File: config.mk
export PLATFORM = sky130hd
export DESIGN_NAME = fsr_framer
export DESIGN_NICKNAME = d
export VERILOG_FILES = /design/src/pkg/fsr_pkg.sv /design/src/rtl/fsr_framer.sv /design/src/rtl/fsr_buf.sv
export SDC_FILE = /design/constraint.sdc
export NUM_CORES = 1
export LEC_CHECK = 0
export BUFFER_PORTS_ARGS = -buffer_cell sky130_fd_sc_hd__buf_2
export CORE_AREA = 5 5 128 130
export DETAILED_ROUTE_END_ITERATION = 6
export DIE_AREA = 0 0 133 135
export GPL_TIMING_DRIVEN = 0
export PLACE_DENSITY = 0.88
export SYNTH_ARGS = -nofsm -noshare
export SYNTH_HDL_FRONTEND = slang
export SYNTH_SLANG_ARGS = --single-unit
File: constraint.sdc
create_clock -name i_clk -period 7.1 [get_ports i_clk]
set_input_delay 0.355 -clock i_clk [delete_from_list [all_inputs] [get_ports i_clk]]
set_output_delay 0.355 -clock i_clk [all_outputs]
set_load 0.005 [all_outputs]
File: src/pkg/fsr_pkg.sv
// Purpose: shared constants, state type and helper functions for the full-status response framer
// Assumes: a LIN data-link layer delivers header identifiers and received bytes as one-cycle strobes
// Notes: identifiers are held as 6-bit frame ids; parity bits are added by fsr_pid
`default_nettype none

package fsr_pkg;

  // frame identifiers before parity
  localparam logic [5:0] FSR_ID_PREP = 6'h3C;
  localparam logic [5:0] FSR_ID_READ = 6'h3D;

  // fixed contents of the preparing frame and the replies
  localparam logic [7:0] FSR_APP_MARKER = 8'h80;
  localparam logic [6:0] FSR_CMD_FULL_STATUS = 7'h01;
  localparam logic [7:0] FSR_FILL = 8'hFF;
  localparam logic FSR_MARK_BIT = 1'b1;
  localparam logic [3:0] FSR_ONES_NIBBLE = 4'hF;

  // byte counts: data bytes per frame, index of the checksum byte
  localparam logic [3:0] FSR_IDX_CHECKSUM = 4'h8;
  localparam logic [3:0] FSR_IDX_MARKER = 4'h0;
  localparam logic [3:0] FSR_IDX_COMMAND = 4'h1;
  localparam logic [3:0] FSR_IDX_ADDRESS = 4'h2;

  // reset values
  localparam logic [3:0] FSR_IDX_RESET = 4'h0;
  localparam logic [7:0] FSR_SUM_RESET = 8'h00;
  localparam logic [63:0] FSR_WORD_RESET = 64'h0;

  typedef enum logic [2:0] {
    FSR_ST_IDLE = 3'b000,
    FSR_ST_PREP = 3'b001,
    FSR_ST_SEND = 3'b010,
    FSR_ST_SKIP = 3'b011
  } fsr_state_e;

  // protected identifier: P1 in bit 7, P0 in bit 6
  function automatic logic [7:0] fsr_pid(input logic [5:0] id);
    logic p0;
    logic p1;
    p0 = id[0] ^ id[1] ^ id[2] ^ id[4];
    p1 = ~(id[1] ^ id[3] ^ id[4] ^ id[5]);
    return {p1, p0, id};
  endfunction

  // classic checksum step: add with end-around carry; the sent byte is the inverse
  function automatic logic [7:0] fsr_sum_add(input logic [7:0] acc, input logic [7:0] b);
    logic [8:0] s;
    s = {1'b0, acc} + {1'b0, b};
    return s[7:0] + {7'h00, s[8]};
  endfunction

endpackage : fsr_pkg

`default_nettype wire

File: src/rtl/fsr_framer.sv
// Purpose: answers the full-status query of a stepper positioning node with two slave responses
// Assumes: link layer strobes each header identifier and each received byte; tx bytes leave in order
// Notes: all status is snapshotted when the first reply starts, so both replies tell one story
`default_nettype none

module fsr_framer #(
  parameter int BUF_DEPTH = 2
) (
  // clock and reset
  input wire logic i_clk,
  input wire logic i_rst,
  // link layer receive side
  input wire logic i_hdr_valid,
  input wire logic [7:0] i_hdr_pid,
  input wire logic i_rx_valid,
  input wire logic [7:0] i_rx_byte,
  // link layer transmit side
  output logic o_tx_valid,
  output logic [7:0] o_tx_byte,
  input wire logic i_tx_ready,
  // node identity and motion configuration
  input wire logic [6:0] i_node_address,
  input wire logic [3:0] i_run_current,
  input wire logic [3:0] i_hold_current,
  input wire logic [3:0] i_top_speed,
  input wire logic [3:0] i_start_speed,
  input wire logic i_accel_profile_shape,
  input wire logic [1:0] i_microstep_resolution,
  input wire logic i_direction,
  input wire logic [3:0] i_acceleration,
  // fault and warning flags
  input wire logic i_logic_supply_reset_flag,
  input wire logic i_lost_steps_flag,
  input wire logic i_coil_fault,
  input wire logic i_undervoltage_flag,
  input wire logic i_thermal_shutdown,
  input wire logic i_thermal_warning,
  input wire logic [1:0] i_temperature_info,
  input wire logic [2:0] i_motion_state,
  input wire logic i_external_switch,
  input wire logic i_coil_x_overcurrent,
  input wire logic i_coil_y_overcurrent,
  input wire logic i_stall_flag,
  input wire logic i_charge_pump_fault,
  input wire logic i_timeout_error,
  input wire logic i_frame_data_error,
  input wire logic i_header_error,
  input wire logic i_bit_error,
  // positions
  input wire logic [15:0] i_actual_position,
  input wire logic [15:0] i_target_position,
  input wire logic [10:0] i_secure_position,
  // stall detection
  input wire logic [3:0] i_absolute_threshold,
  input wire logic [3:0] i_delta_threshold,
  input wire logic [2:0] i_fullstep_stall_enable,
  input wire logic i_full_duty_indicator,
  input wire logic i_absolute_stall_flag,
  input wire logic i_delta_stall_low,
  input wire logic i_delta_stall_high,
  input wire logic [2:0] i_min_sample_count,
  input wire logic i_full_duty_stall_enable,
  input wire logic i_pwm_jitter_enable,
  // status toward the node
  output logic o_reply_pending,
  output logic o_second_pending,
  output logic o_busy,
  output logic o_flag_clear,
  output logic o_frame_error
);
  import fsr_pkg::*;

  fsr_state_e state_reg;
  logic [3:0] idx_reg;
  logic [7:0] sum_reg;
  logic match_reg;
  logic pend_first_reg;
  logic pend_second_reg;
  logic sending_first_reg;
  logic [63:0] snap_first_reg;
  logic [63:0] snap_second_reg;
  logic flag_clear_reg;
  logic frame_error_reg;

  logic [63:0] word_first;
  logic [63:0] word_second;
  logic [63:0] tx_word;
  logic [7:0] tx_data;
  logic [7:0] prep_expect;
  logic buf_in_ready;
  logic push;
  logic hdr_parity_ok;
  logic last_push;
  logic prep_done;
  logic prep_good;
  logic hdr_prep;
  logic hdr_read;
  logic rx_data;

  // picks data byte i of a 64-bit reply word, byte 0 in the top bits
  function automatic logic [7:0] byte_of(input logic [63:0] w, input logic [3:0] i);
    logic [5:0] sh;
    sh = {~i[2:0], 3'b000};
    return w[sh +: 8];
  endfunction

  // a header counts only when its parity is right for the id that it names
  function automatic logic hdr_is(input logic [7:0] pid, input logic [5:0] id);
    return pid == fsr_pid(id);
  endfunction

  // first reply contents
  assign word_first = {
    FSR_MARK_BIT, i_node_address,
    i_run_current, i_hold_current,
    i_top_speed, i_start_speed,
    i_accel_profile_shape, i_microstep_resolution, i_direction, i_acceleration,
    i_logic_supply_reset_flag, i_lost_steps_flag, i_coil_fault,
    i_undervoltage_flag, i_thermal_shutdown, i_thermal_warning, i_temperature_info,
    i_motion_state, i_external_switch, i_coil_x_overcurrent,
    i_coil_y_overcurrent, i_stall_flag, i_charge_pump_fault,
    FSR_ONES_NIBBLE, i_timeout_error, i_frame_data_error, i_header_error, i_bit_error,
    i_absolute_threshold, i_delta_threshold
  };

  // second reply contents, actual and target positions high byte first
  assign word_second = {
    FSR_MARK_BIT, i_node_address,
    i_actual_position[15:8], i_actual_position[7:0],
    i_target_position[15:8], i_target_position[7:0],
    i_secure_position[7:0],
    i_fullstep_stall_enable, FSR_MARK_BIT, i_full_duty_indicator,
    i_secure_position[10:8],
    i_absolute_stall_flag, i_delta_stall_low, i_delta_stall_high,
    i_min_sample_count,
    i_full_duty_stall_enable, i_pwm_jitter_enable
  };

  // header checks: parity must match the protected form of the carried id
  assign hdr_parity_ok = (fsr_pid(i_hdr_pid[5:0]) == i_hdr_pid);
  assign hdr_prep = i_hdr_valid && hdr_is(i_hdr_pid, FSR_ID_PREP);
  assign hdr_read = i_hdr_valid && hdr_is(i_hdr_pid, FSR_ID_READ);
  assign rx_data = (state_reg == FSR_ST_PREP) && i_rx_valid && (idx_reg != FSR_IDX_CHECKSUM);

  // expected preparing-frame byte at the current index
  always_comb begin
    case (idx_reg)
      FSR_IDX_MARKER: prep_expect = FSR_APP_MARKER;
      FSR_IDX_COMMAND: prep_expect = {FSR_MARK_BIT, FSR_CMD_FULL_STATUS};
      FSR_IDX_ADDRESS: prep_expect = {FSR_MARK_BIT, i_node_address};
      default: prep_expect = FSR_FILL;
    endcase
  end

  // transmit byte: data from the snapshot, then the inverted running sum
  assign tx_word = sending_first_reg ? snap_first_reg : snap_second_reg;
  assign tx_data = (idx_reg == FSR_IDX_CHECKSUM) ? ~sum_reg : byte_of(tx_word, idx_reg);
  assign push = (state_reg == FSR_ST_SEND) && buf_in_ready;
  assign last_push = push && (idx_reg == FSR_IDX_CHECKSUM);
  assign prep_done = (state_reg == FSR_ST_PREP) && i_rx_valid && (idx_reg == FSR_IDX_CHECKSUM);
  assign prep_good = prep_done && match_reg && (i_rx_byte == ~sum_reg);

  // frame sequencer; a new header always wins over whatever frame was in progress
  always_ff @(posedge i_clk or posedge i_rst) begin
    if (i_rst) begin
      state_reg <= FSR_ST_IDLE;
    end else if (i_hdr_valid) begin
      if (!hdr_parity_ok) begin
        state_reg <= FSR_ST_SKIP;
      end else if (i_hdr_pid[5:0] == FSR_ID_PREP) begin
        state_reg <= FSR_ST_PREP;
      end else if (i_hdr_pid[5:0] == FSR_ID_READ && (pend_first_reg || pend_second_reg)) begin
        state_reg <= FSR_ST_SEND;
      end else begin
        state_reg <= FSR_ST_SKIP;
      end
    end else begin
      case (state_reg)
        FSR_ST_IDLE: state_reg <= FSR_ST_IDLE;
        FSR_ST_PREP: state_reg <= prep_done ? FSR_ST_IDLE : FSR_ST_PREP;
        FSR_ST_SEND: state_reg <= last_push ? FSR_ST_IDLE : FSR_ST_SEND;
        FSR_ST_SKIP: state_reg <= FSR_ST_SKIP; // bytes of foreign frames are ignored
        default: state_reg <= FSR_ST_IDLE;
      endcase
    end
  end

  // byte index: counts data bytes in, then reply bytes out; it stops at the checksum slot
  always_ff @(posedge i_clk or posedge i_rst) begin
    if (i_rst) begin
      idx_reg <= FSR_IDX_RESET;
    end else if (i_hdr_valid) begin
      idx_reg <= FSR_IDX_RESET;
    end else if (rx_data) begin
      idx_reg <= idx_reg + 4'h1;
    end else if (push && !last_push) begin
      idx_reg <= idx_reg + 4'h1;
    end
  end

  // running checksum; one adder serves the received and the sent frame
  always_ff @(posedge i_clk or posedge i_rst) begin
    if (i_rst) begin
      sum_reg <= FSR_SUM_RESET;
    end else if (i_hdr_valid) begin
      sum_reg <= FSR_SUM_RESET;
    end else if (rx_data) begin
      sum_reg <= fsr_sum_add(sum_reg, i_rx_byte);
    end else if (push && !last_push) begin
      sum_reg <= fsr_sum_add(sum_reg, tx_data);
    end
  end

  // content match: one wrong byte spoils the frame, silently, with no error pulse
  always_ff @(posedge i_clk or posedge i_rst) begin
    if (i_rst) begin
      match_reg <= 1'b0;
    end else if (i_hdr_valid) begin
      match_reg <= 1'b1;
    end else if (rx_data) begin
      match_reg <= match_reg && (i_rx_byte == prep_expect);
    end
  end

  // first reply pending; a fresh preparing frame drops any unsent answer
  always_ff @(posedge i_clk or posedge i_rst) begin
    if (i_rst) begin
      pend_first_reg <= 1'b0;
    end else if (hdr_prep) begin
      pend_first_reg <= 1'b0;
    end else if (prep_good) begin
      pend_first_reg <= 1'b1;
    end else if (last_push && sending_first_reg) begin
      pend_first_reg <= 1'b0;
    end
  end

  // second reply pending; armed only once the first is fully queued, so skipping it costs nothing
  always_ff @(posedge i_clk or posedge i_rst) begin
    if (i_rst) begin
      pend_second_reg <= 1'b0;
    end else if (hdr_prep) begin
      pend_second_reg <= 1'b0;
    end else if (last_push) begin
      pend_second_reg <= sending_first_reg;
    end
  end

  // which reply goes out, chosen as the reading header is taken
  always_ff @(posedge i_clk or posedge i_rst) begin
    if (i_rst) begin
      sending_first_reg <= 1'b0;
    end else if (hdr_read) begin
      sending_first_reg <= pend_first_reg;
    end
  end

  // snapshot taken as the first reply starts; the second reply reuses it unchanged
  always_ff @(posedge i_clk or posedge i_rst) begin
    if (i_rst) begin
      snap_first_reg <= FSR_WORD_RESET;
      snap_second_reg <= FSR_WORD_RESET;
    end else if (hdr_read && pend_first_reg) begin
      snap_first_reg <= word_first;
      snap_second_reg <= word_second;
    end
  end

  // flag clear follows the end of the first reply; the second reply still shows the
  // snapshot, so stall flags cleared early are not lost to the master
  always_ff @(posedge i_clk or posedge i_rst) begin
    if (i_rst) begin
      flag_clear_reg <= 1'b0;
    end else begin
      flag_clear_reg <= last_push && sending_first_reg;
    end
  end

  // error pulse for a bad identifier parity or a preparing frame with a bad checksum
  always_ff @(posedge i_clk or posedge i_rst) begin
    if (i_rst) begin
      frame_error_reg <= 1'b0;
    end else begin
      frame_error_reg <= (i_hdr_valid && !hdr_parity_ok) || (prep_done && (i_rx_byte != ~sum_reg));
    end
  end

  // buffer in the transmit path so a stalled transmitter loses no byte
  fsr_buf #(
    .WIDTH(8),
    .DEPTH(BUF_DEPTH)
  ) u_tx_buf (
    .i_clk(i_clk),
    .i_rst(i_rst),
    .i_in_valid(state_reg == FSR_ST_SEND),
    .i_in_data(tx_data),
    .o_in_ready(buf_in_ready),
    .o_out_valid(o_tx_valid),
    .o_out_data(o_tx_byte),
    .i_out_ready(i_tx_ready)
  );

  // status outputs
  assign o_reply_pending = pend_first_reg;
  assign o_second_pending = pend_second_reg;
  assign o_busy = (state_reg == FSR_ST_PREP) || (state_reg == FSR_ST_SEND) || o_tx_valid;
  assign o_flag_clear = flag_clear_reg;
  assign o_frame_error = frame_error_reg;

endmodule : fsr_framer

`default_nettype wire

File: src/rtl/fsr_buf.sv
// Purpose: small valid/ready buffer between the framer and the bus transmitter
// Assumes: one clock; writer and reader may act in the same cycle
// Notes: default depth of two lets a stalled reader hold off the framer without loss
`default_nettype none

module fsr_buf #(
  parameter int WIDTH = 8,
  parameter int DEPTH = 2
) (
  // clock and reset
  input wire logic i_clk,
  input wire logic i_rst,
  // filling side
  input wire logic i_in_valid,
  input wire logic [WIDTH-1:0] i_in_data,
  output logic o_in_ready,
  // draining side
  output logic o_out_valid,
  output logic [WIDTH-1:0] o_out_data,
  input wire logic i_out_ready
);
  localparam int PW = (DEPTH > 1) ? $clog2(DEPTH) : 1;
  localparam int CW = $clog2(DEPTH + 1);
  localparam logic [PW-1:0] PTR_LAST = PW'(DEPTH - 1);
  localparam logic [CW-1:0] CNT_FULL = CW'(DEPTH);

  logic [WIDTH-1:0] mem_reg [DEPTH];
  logic [PW-1:0] wr_ptr_reg;
  logic [PW-1:0] rd_ptr_reg;
  logic [CW-1:0] count_reg;
  logic push;
  logic pop;

  // full and empty come straight from the occupancy count
  assign o_in_ready = (count_reg != CNT_FULL);
  assign o_out_valid = (count_reg != '0);
  assign push = i_in_valid && o_in_ready;
  assign pop = o_out_valid && i_out_ready;
  assign o_out_data = mem_reg[rd_ptr_reg];

  // storage has no reset; only occupied slots are ever read
  always_ff @(posedge i_clk) begin
    if (push) begin
      mem_reg[wr_ptr_reg] <= i_in_data;
    end
  end

  // pointers wrap at the last slot so depth need not be a power of two
  always_ff @(posedge i_clk or posedge i_rst) begin
    if (i_rst) begin
      wr_ptr_reg <= '0;
      rd_ptr_reg <= '0;
    end else begin
      if (push) begin
        wr_ptr_reg <= (wr_ptr_reg == PTR_LAST) ? '0 : wr_ptr_reg + 1'b1;
      end
      if (pop) begin
        rd_ptr_reg <= (rd_ptr_reg == PTR_LAST) ? '0 : rd_ptr_reg + 1'b1;
      end
    end
  end

  // occupancy
  always_ff @(posedge i_clk or posedge i_rst) begin
    if (i_rst) begin
      count_reg <= '0;
    end else if (push && !pop) begin
      count_reg <= count_reg + 1'b1;
    end else if (pop && !push) begin
      count_reg <= count_reg - 1'b1;
    end
  end

endmodule : fsr_buf

`default_nettype wire

-- Yosys cells after proc, flatten, opt, wreduce, memory -nomap -nowiden
Memory sizes are Yosys's and may differ from the RTL's.
Index checks and enable logic that the tools add are counted.
- bitwise logic cells: 9
- add/subtract/negate cells: 9
- order comparisons: 0
- divide/modulo/power cells: 0
- $mul: 0
- shifts and indexed selects: 1
- mux-type cells: 29
- eq/ne operators: 16
- reductions and logical operators: 34
- operators by type and width (cell ; count):
    64-bit 2-to-1 mux ; 1
    64-bit by 7-bit variable part select with 8-bit output ; 1
    8-bit 2-to-1 mux ; 4
    7-bit one-hot mux with 3 select lines ; 1
    1-bit logical AND ; 19
    8-bit by 8-bit adder with 9-bit output ; 2
    8-bit by 1-bit adder with 8-bit output ; 2
    8-bit equality test ; 2
    1-bit 2-to-1 mux ; 13
    6-bit equality test, second input constant ; 2
    4-bit 2-to-1 mux ; 3
    2-bit 2-to-1 mux ; 5
    8-bit by 6-bit equality test with 1-bit output, second input constant ; 1
    8-bit by 7-bit equality test with 1-bit output, second input constant ; 1
    8-bit != test ; 1
    8-bit NOT ; 1
    2-bit nonzero test ; 4
    3-bit by 2-bit equality test with 1-bit output, second input constant ; 2
    2-bit one-hot mux with 3 select lines ; 1
    3-bit nonzero test ; 2
    1-bit bitwise XOR ; 6
    4-bit by 1-bit adder with 4-bit output, second input constant ; 1
    4-bit by 1-bit equality test with 1-bit output, second input constant ; 1
    4-bit by 2-bit equality test with 1-bit output, second input constant ; 1
    14 further kinds ; 21
- input bits: 135
- logic and storage cells: 113
- bits in latches: 0
- register bits after elaboration: 153
- RAM bits: 16
- ROM bits: 0
- output and inout bits: 14
- memories: 1
- memory list (name ; depth ; width ; read ports ; clocked after memory_dff ; write ports ; line ; RTL):
    u_tx_buf.mem_reg ; 2 ; 8 ; 1 ; 0 ; 1 ; fsr_buf.sv:27 ; logic [WIDTH-1:0] mem_reg [DEPTH];

-- Depth between registers and ports, before layout
Gate-level depths: netlist (run 1).
- depth in word-level cells: 8
- gate-level depth with buffers: 25

-- Hierarchy
Synthesis (run 1) repeated with hierarchy kept, for this count alone.
- cell total of the unflattened synthesis: 661
- area, all modules: 8354.3 µm²
- by module, submodules not included (module ; cells each ; area an instance (µm²) ; sequential area each (µm²) ; instances):
    fsr_framer ; 617 ; 7563.5 ; 3378.2 ; 1
    fsr_buf ; 44 ; 790.8 ; 580.6 ; 1

-- Least setup slack after synthesis (run 1)
OpenSTA, ideal clock, no wires.
- path type: register -> register
- from: register idx_reg[0]
- to: register sum_reg[5]
- stages on the path, launching flop included: 26
- arrival: 5.059 ns
- path slack: 1.919 ns
- required time: 6.978 ns
- path through: dfrtp_1 -> buf_2 -> clkbuf_1 -> buf_1 -> inv_1 -> ha_1 -> nand3b_1 -> clkbuf_1 -> nand2_1 -> o21ai_0 -> ha_1 -> inv_1 -> fa_1 -> nor2b_1 -> o211ai_1 -> nand2b_1 -> a21o_1 -> a21o_1 -> a21o_1 -> ha_1 -> nand3b_1 -> a2111o_1 -> a211oi_2 -> nor3_1 -> or3b_1 -> a32o_1
- longest elaborated chain between the ends: 8
- elaborated cells between the ends (all ways): 15
- classes of those cells: 2 x add/sub; 2 x eq/ne; 1 x shift; 4 x mux; 1 x bitwise; 5 x reduce/logical
- ends and longest elaborated chain (what ; line ; RTL):
    from (decl) ; fsr_framer.sv:74 ; logic [3:0] idx_reg;
    from (signal assigned) ; fsr_framer.sv:195 ; idx_reg <= idx_reg + 4'h1;
    from (signal assigned) ; fsr_framer.sv:197 ; idx_reg <= idx_reg + 4'h1;
    3-bit NOT ; fsr_framer.sv:103 ; sh = {~i[2:0], 3'b000};
    64-bit by 7-bit variable part select with 8-bit output ; fsr_framer.sv:104 ; return w[sh +: 8];
    8-bit 2-to-1 mux * ; fsr_framer.sv:157 ; assign tx_data = (idx_reg == FSR_IDX_CHECKSUM) ? ~sum_reg : byte_of(tx_word, idx_reg);
    net tx_data[0] ; fsr_framer.sv:88 ; logic [7:0] tx_data;
    8-bit by 8-bit adder with 9-bit output * ; fsr_pkg.sv:49 ; s = {1'b0, acc} + {1'b0, b};
    8-bit by 1-bit adder with 8-bit output * ; fsr_pkg.sv:50 ; return s[7:0] + {7'h00, s[8]};
    8-bit 2-to-1 mux * ; fsr_framer.sv:209 ; end else if (push && !last_push) begin
    8-bit 2-to-1 mux * ; fsr_framer.sv:207 ; end else if (rx_data) begin
    8-bit 2-to-1 mux * ; fsr_framer.sv:205 ; end else if (i_hdr_valid) begin
    to (signal assigned) ; fsr_framer.sv:208 ; sum_reg <= fsr_sum_add(sum_reg, i_rx_byte);
    to (signal assigned) ; fsr_framer.sv:210 ; sum_reg <= fsr_sum_add(sum_reg, tx_data);
    to (decl) ; fsr_framer.sv:75 ; logic [7:0] sum_reg;
The timed path passes the listed nets; every way through them passes the cells marked *. The select of a mux whose other input is x is not followed.
A chain may end at the register's enable or synchronous reset.

-- Worst setup path in the final report (run 1)
Ends and elaborated chain as after synthesis.

==> results of run 1 <==
power groups by stage:
stage	registers [mW]	logic, mW	clock network [mW]
2_1_floorplan	1.01	0.384	0
3_3_place_gp	1.02	0.528	0
3_5_place_dp	1.03	0.545	0
4_1_cts	1.01	0.552	0.921
5_1_grt	1.02	0.609	0.966
6_report	1.01	0.552	0.915
area by class of cell:
cell class              count  area, µm²  area share [%]
plain buffers              33        149            1.48
clock buffers              19        453            4.51
clock inverters            12        138            1.37
inverters                  22       87.6           0.873
multi-input cells         471       4240            42.2
flip-flops and latches    155       3960            39.4
well taps                 188        235            2.34
repair buffers            150        778            7.75
layout by cell type (no fill, tap or decap), drive strengths merged, types with 16 or more instances in the layout:
master,n
edfxtp,16
nor2,27
a21oi,24
o21ai,24
dfrtp,139
clkbuf,31
buf,170
xnor2,23
inv,26
mux4,25
nand2,41
a211oi,17
ha,32
mux2,122
logic make-up after synthesis:
family	count (synthesis)	synth area share (%)
simple gates	135	8.24
flops	155	47.0
mux	158	24.3
buf+inv	55	2.75
compound gates	117	9.55
xor+xnor	27	2.98
fa+ha+maj	34	5.23
metal layers:
metal	share of wire [%]	vias to the layer above
met1	39	3165
met5	0.15	-
met3	6.7	60
met4	2.8	4
li1	-	2876
met2	51	245
timing repair:
action                     4_1_cts  5_1_grt
hold buffers                     1        0
setup buffers                    0        0
hold endpoints to repair        35        0
setup endpoints to repair        0        0
worst paths after layout:
path | endpoint | cells past startpoint | startpoint
worst max-delay path | sum_reg[5]$_DFFE_PP0P_ | 23 | idx_reg[0]$_DFFE_PP0P_
worst min-delay path | snap_first_reg[31]$_DFFE_PP0P_ | 2 | i_logic_supply_reset_flag
worst max register to register | sum_reg[5]$_DFFE_PP0P_ | 23 | idx_reg[0]$_DFFE_PP0P_
worst min register to register | u_tx_buf.wr_ptr_reg$_DFFE_PP0P_ | 1 | u_tx_buf.wr_ptr_reg$_DFFE_PP0P_
max in group asynchronous | snap_first_reg[41]$_DFFE_PP0P_ | 4 | i_rst
min in group asynchronous | sum_reg[5]$_DFFE_PP0P_ | 3 | i_rst
worst max-delay path, cell delays in order, from the launching register on:
cell and delay (ps):
dfrtp_1 390, buf_2 310, clkbuf_1 390, buf_1 390, inv_1 160, ha_1 260
nand3b_1 140, clkbuf_1 380, clkbuf_1 390, o21ai_0 300, ha_1 440, nor2b_1 350
o211ai_1 190, nand2b_1 110, a21o_1 130, a21o_1 110, a21o_1 140, ha_1 210
nand3b_1 100, a2111o_1 400, a211oi_2 290, nor3_1 90, or3b_1 360, a32o_1 270
stage by stage:
step	std cells	setup WS, ps	hold WS [ps]
CTS	1050	772	147
global route	1050	274	146
detailed placement	1018	815	376
floorplan	681	1920	460
global placement	1017	919	473
finish	1050	686	157
==> results.sh, run 1 <==
export IMPL_netlist_instances=681
export IMPL_postCtsResizedCells=0
export IMPL_fillers=1052
export IMPL_ir_drop_v=0.000175
export IMPL_htree_levels=4
export IMPL_avgSynthCellArea_um2=12.4
export IMPL_rows=45
export IMPL_vias_per_cell=6.05
export IMPL_grt_max_degree=105
export IMPL_seqPwrFrac_pct=40.8
export IMPL_fmax_mhz=156
export IMPL_yosysWarnings=0
export IMPL_required_ps=7420
export IMPL_die_x_um=133
export IMPL_routed_wl_um=22200
export IMPL_dr_pass1_iters=5
export IMPL_synth_area_mm2=0.00843
export IMPL_grt_pass1_wl_um=35600
export IMPL_worstSetupPathType="reg2reg"
export IMPL_synth_largest_area_cell="dfrtp_1"
export IMPL_worstMarginPinSlew_ps=705
export IMPL_rrSetupSlack_ps=690
export IMPL_cts_tree="built"
export IMPL_clock_root_buffer="clkbuf_16"
export IMPL_worstSkewPairLatency_ps=430
export IMPL_layout_nets=1019
export IMPL_netlist_area_leader_share_pct=41.3
export IMPL_drv_cap=0
export IMPL_rsz0062_at_grt="false"
export IMPL_design_area_mm2=0.0100
export IMPL_hold_class="in2reg"
export IMPL_setup_viol=0
export IMPL_start_util_pct=56.1
export IMPL_top_usage_layer="met2"
export IMPL_p_clk_share_pct=36.9
export IMPL_final_antenna_net_count=0
export IMPL_place_hpwl_um=16800
export IMPL_crit_path_end_kind="register"
export IMPL_cp_start_kind="register"
export IMPL_ys_types=66
export IMPL_cts_buffers=17
export IMPL_num_vias=6350
export IMPL_gr_total_overflow=0
export IMPL_status="completed"
export IMPL_combPwrFrac_pct=22.3
export IMPL_drcViolationCount=0
export IMPL_switching_share_pct=28.8
export IMPL_cts_buffer_depth=2
export IMPL_finalCritPeriodShare_pct=90.3
export IMPL_die_h_um=135
export IMPL_skew_ps=14.0
export IMPL_maxSlewHeadroom_pct=52.7
export IMPL_gr_usage_met3_pct=6.67
export IMPL_path_clk_slew_ps=70
export IMPL_largest_reg_flops=60
export IMPL_cts_num_sinks=155
export IMPL_yosysMostFrequentCell="dfrtp_1"
export IMPL_tns_ps=0
export IMPL_p_total_mw=2.48
export IMPL_arrival_ps=6740
export IMPL_grt_pass1_vias=6655
export IMPL_p_per_area_mw_per_mm2=247
export IMPL_netlist_top_cells_area="dfrtp_1, mux2_2, mux4_2, edfxtp_1, ha_1"
export IMPL_placed_area_mm2=0.00944
export IMPL_ys_seq_area_share_pct=47.0
export IMPL_syn_nets=850
export IMPL_synth_edf_count=16
export IMPL_port_buffers=148
export IMPL_dieArea_mm2=0.0180
export IMPL_area_growth_syn_to_layout_pct=19.1
export IMPL_grt_use_met1_pct=31.1
export IMPL_async_flop_share_pct=89.7
export IMPL_slew_violations=0
export IMPL_hold_violations=0
export IMPL_routabilityCongestion=0.924
export IMPL_final_layout_size_suffix_gt1_share_pct=41.8
export IMPL_path_max_fanout=10
export IMPL_finalCriticalPeriod_ps=6410
export IMPL_p_int_mw=1.77
export IMPL_ys_ff_latch=155
export IMPL_leakagePower_nw=4.84
export IMPL_synthTopCellsByCount="dfrtp_1, mux2_2, nand2_1, ha_1, nor2_1"
export IMPL_power_switching_mw=0.713
export IMPL_synth_ff_type="dfrtp_1"
export IMPL_core_area_mm2=0.0150
export IMPL_wl_per_cell_um=21.2
export IMPL_antenna_found_initial=2
export IMPL_grtUsageTotal_pct=25.5
export IMPL_grtUsageMet2_pct=43.9
export IMPL_drtIter0Drc=459
export IMPL_diodes=0
export IMPL_io_pins=149
export IMPL_fin_util_pct=66.8
Power figures use the tool's default switching activity.
==> run 2, diff against run 1 <==
ABC_AREA = 1   (was not set)
BUFFER_PORTS_ARGS = not set   (was -buffer_cell sky130_fd_sc_hd__buf_2)
CORE_AREA = 5 5 123 125   (was 5 5 128 130)
DIE_AREA = 0 0 128 130   (was 0 0 133 135)
DONT_BUFFER_PORTS = 1   (was not set)
PLACE_DENSITY = 0.87   (was 0.88)
==> results.sh, run 2 <==
export IMPL_status="completed"
export IMPL_p_total_mw=3.19
export IMPL_whs_endpoint="snap_second_reg[42]$_DFFE_PP0P_"
export IMPL_core_area_mm2=0.0138
export IMPL_wl_per_cell_um=20.7
export IMPL_crit_path_end_kind="register"
export IMPL_num_vias=7092
export IMPL_synth_largest_area_cell="dfrtp_1"
export IMPL_cp_start_kind="register"
export IMPL_required_ps=7420
export IMPL_crit_buf_inv=7
export IMPL_path_clk_slew_ps=60
export IMPL_worstMarginPinSlew_ps=745
export IMPL_hold_violations=0
export IMPL_synth_edf_count=16
export IMPL_place_ws_ps=1960
export IMPL_placed_cells_incl_taps=1113
export IMPL_drv_cap=0
export IMPL_antenna_found_initial=2
export IMPL_vias_per_cell=6.17
export IMPL_placed_area_mm2=0.00901
export IMPL_design_area_mm2=0.00959
export IMPL_drcViolationCount=0
export IMPL_ys_seq_area_share_pct=45.2
export IMPL_netlist_instances=932
export IMPL_worstSkewPairLatency_ps=440
export IMPL_most_common_layout_cells="nand2_1, dfrtp_1, inv_1, nand3_1, mux2_2"
export IMPL_arrival_ps=5550
export IMPL_crit_slowest_cell="dfrtp_1"
export IMPL_die_h_um=130
export IMPL_hold_class="in2reg"
export IMPL_rrSetupSlack_ps=1860
export IMPL_yosysMostFrequentCell="nand2_1"
export IMPL_drtIter0Drc=788
export IMPL_mostFrequentLayoutCell="nand2_1"
export IMPL_finalCritPeriodShare_pct=73.7
export IMPL_final_layout_size_suffix_gt1_share_pct=17.5
export IMPL_fmax_mhz=191
export IMPL_routed_wl_um=23800
export IMPL_seqPwrFrac_pct=33.7
export IMPL_hold_ws_ps=50.4
export IMPL_cts_num_sinks=155
export IMPL_io_pins=149
export IMPL_cpLargestDelayFamily="buffers and inverters"
export IMPL_combPwrFrac_pct=39.2
export IMPL_final_antenna_net_count=0
export IMPL_dr_pass1_iters=6
export IMPL_ys_ff_latch=155
export IMPL_synth_area_mm2=0.00876
export IMPL_syn_nets=1101
export IMPL_yosysWarnings=0
export IMPL_area_growth_syn_to_layout_pct=9.52
export IMPL_netlist_area_leader_share_pct=39.7
export IMPL_p_int_mw=1.94
export IMPL_gr_total_overflow=0
export IMPL_rsz0062_at_grt="false"
export IMPL_setup_viol=0
export IMPL_start_util_pct=63.6
export IMPL_routabilityCongestion=0.901
export IMPL_grt_pass1_vias=7291
export IMPL_path_max_fanout=11
export IMPL_p_per_area_mw_per_mm2=333
export IMPL_tns_ps=0
export IMPL_skew_ps=10.9
export IMPL_power_switching_mw=1.25
export IMPL_die_x_um=128
export IMPL_crit_path_max_incr_delay_ps=520
export IMPL_cts_tree="built"
export IMPL_layout_nets=1122
export IMPL_netlist_top_cells_area="dfrtp_1, nand2_1, mux2_2, mux2_4, edfxtp_1"
export IMPL_r2r_cells=24
export IMPL_htree_levels=4
export IMPL_hp_start="i_actual_position[2]"
export IMPL_clock_root_buffer="clkbuf_16"
export IMPL_r2r_end="sum_reg[6]$_DFFE_PP0P_"
export IMPL_dieArea_mm2=0.0166
export IMPL_cts_buffer_depth=2
export IMPL_worstSetupPathType="reg2reg"
export IMPL_rows=43
export IMPL_grtUsageTotal_pct=29.3
export IMPL_avgSynthCellArea_um2=9.40
export IMPL_grt_pass1_wl_um=37300
export IMPL_leakagePower_nw=4.82
export IMPL_fin_util_pct=69.6
export IMPL_cp_cell_sequence="inv_1, buf_2, buf_1, ha_1, nand3_4, clkbuf_1, o21ai_0, ha_1, inv_1, fa_1, inv_1, nand2_1, nand3_1, a21oi_1, o21bai_1, ha_1, ha_1, inv_1, nor2_1, nand2_1, nor2_1, nand3_1, a21oi_1, o21ai_0"
export IMPL_slew_violations=0
export IMPL_cts_buffers=17
export IMPL_switching_share_pct=39.2
export IMPL_postCtsResizedCells=0
export IMPL_ys_types=50
export IMPL_largest_reg_flops=60
export IMPL_place_hpwl_um=17300
export IMPL_grt_max_degree=87
export IMPL_port_buffers=0
export IMPL_synthTopCellsByCount="nand2_1, dfrtp_1, inv_1, nand3_1, mux2_2"
export IMPL_reg2reg_from="idx_reg[0]$_DFFE_PP0P_"
export IMPL_fin_ws_ps=1860
export IMPL_holdPathStages=1
export IMPL_maxSlewHeadroom_pct=50.2
export IMPL_p_clk_share_pct=27.1
export IMPL_async_flop_share_pct=89.7
export IMPL_finalCriticalPeriod_ps=5240
export IMPL_ir_drop_v=0.000202
export IMPL_synth_ff_type="dfrtp_1"
export IMPL_final_cells=1149
[run 2: cell count changes after synthesis, sizes merged, moves of 9 or more]
cell	change
mux2i	-9
o21ai	+13
xnor2	-17
inv	+56
nor2	+20
a21oi	+36
mux2	-16
mux4	-25
nand3	+56
a211oi	-16
nor2b	-9
nand2	+195
[run 2: worst max-delay path by stage]
stage                                      start  cells past startpoint                            to
after floorplan                            i_rst                      1        idx_reg[0]$_DFFE_PP0P_
after global placement                     i_rst                      1  o_second_pending$_DFFE_PP0P_
after detailed placement  idx_reg[0]$_DFFE_PP0P_                     24        sum_reg[6]$_DFFE_PP0P_
after CTS                 idx_reg[0]$_DFFE_PP0P_                     24        sum_reg[6]$_DFFE_PP0P_
after global routing      idx_reg[0]$_DFFE_PP0P_                     24        sum_reg[6]$_DFFE_PP0P_
final                     idx_reg[0]$_DFFE_PP0P_                     24        sum_reg[6]$_DFFE_PP0P_
[run 2: power by group through the flow]
stage,clock network [mW],logic [mW],registers [mW]
after floorplan,0,0.924,1.06
after global placement,0,1.16,1.08
after detailed placement,0,1.20,1.09
after CTS,0.860,1.23,1.07
after global routing,0.897,1.40,1.08
final,0.864,1.25,1.08
[run 2: cell type report]
cell class                      instances  area (µm²)
Buffer                                 36         196
Fill cell                             997        4180
Sequential cell                       155        3960
Multi-Input combinational cell        661        4290
Clock inverter                          8        55.1
Tap cell                              180         225
Timing Repair Buffer                    2        37.5
Antenna cell                            3        7.51
Inverter                               80         313
Clock buffer                           24         503
[run 2: timing repair]
item | CTS | global route
setup endpoints to repair | 0 | 0
endpoints found under the hold margin | 53 | 0
hold buffers | 1 | 0
buffers inserted | 0 | 0
[run 2: worst reg2reg max path, delay by kind of cell, from the launching register on]
kind	cells	cell delay, ps
adder cells (fa/ha/maj)	5	1360
buffers and inverters	7	1450
flip-flops	1	520
AND/OR/NAND/NOR	7	840
AO/OA/AOI/OAI	5	940
[run 2: layer usage]
metal  vias up  routed length, µm  global-route usage, %
met3        97               2710                   10.3
met4         0               1070                   14.4
li1       3207                  -                      -
met2       426              11100                   47.8
met1      3362               8910                   34.8
met5         -                  0                      0
[run 2: logic make-up after synthesis]
group / count (synthesis) / share of synthesized area (%)
simple gates: 370 / 17.7
flops: 155 / 45.2
compound gates: 136 / 9.44
buf+inv: 116 / 5.76
mux: 108 / 15.6
fa+ha+maj: 34 / 5.03
xor+xnor: 13 / 1.30
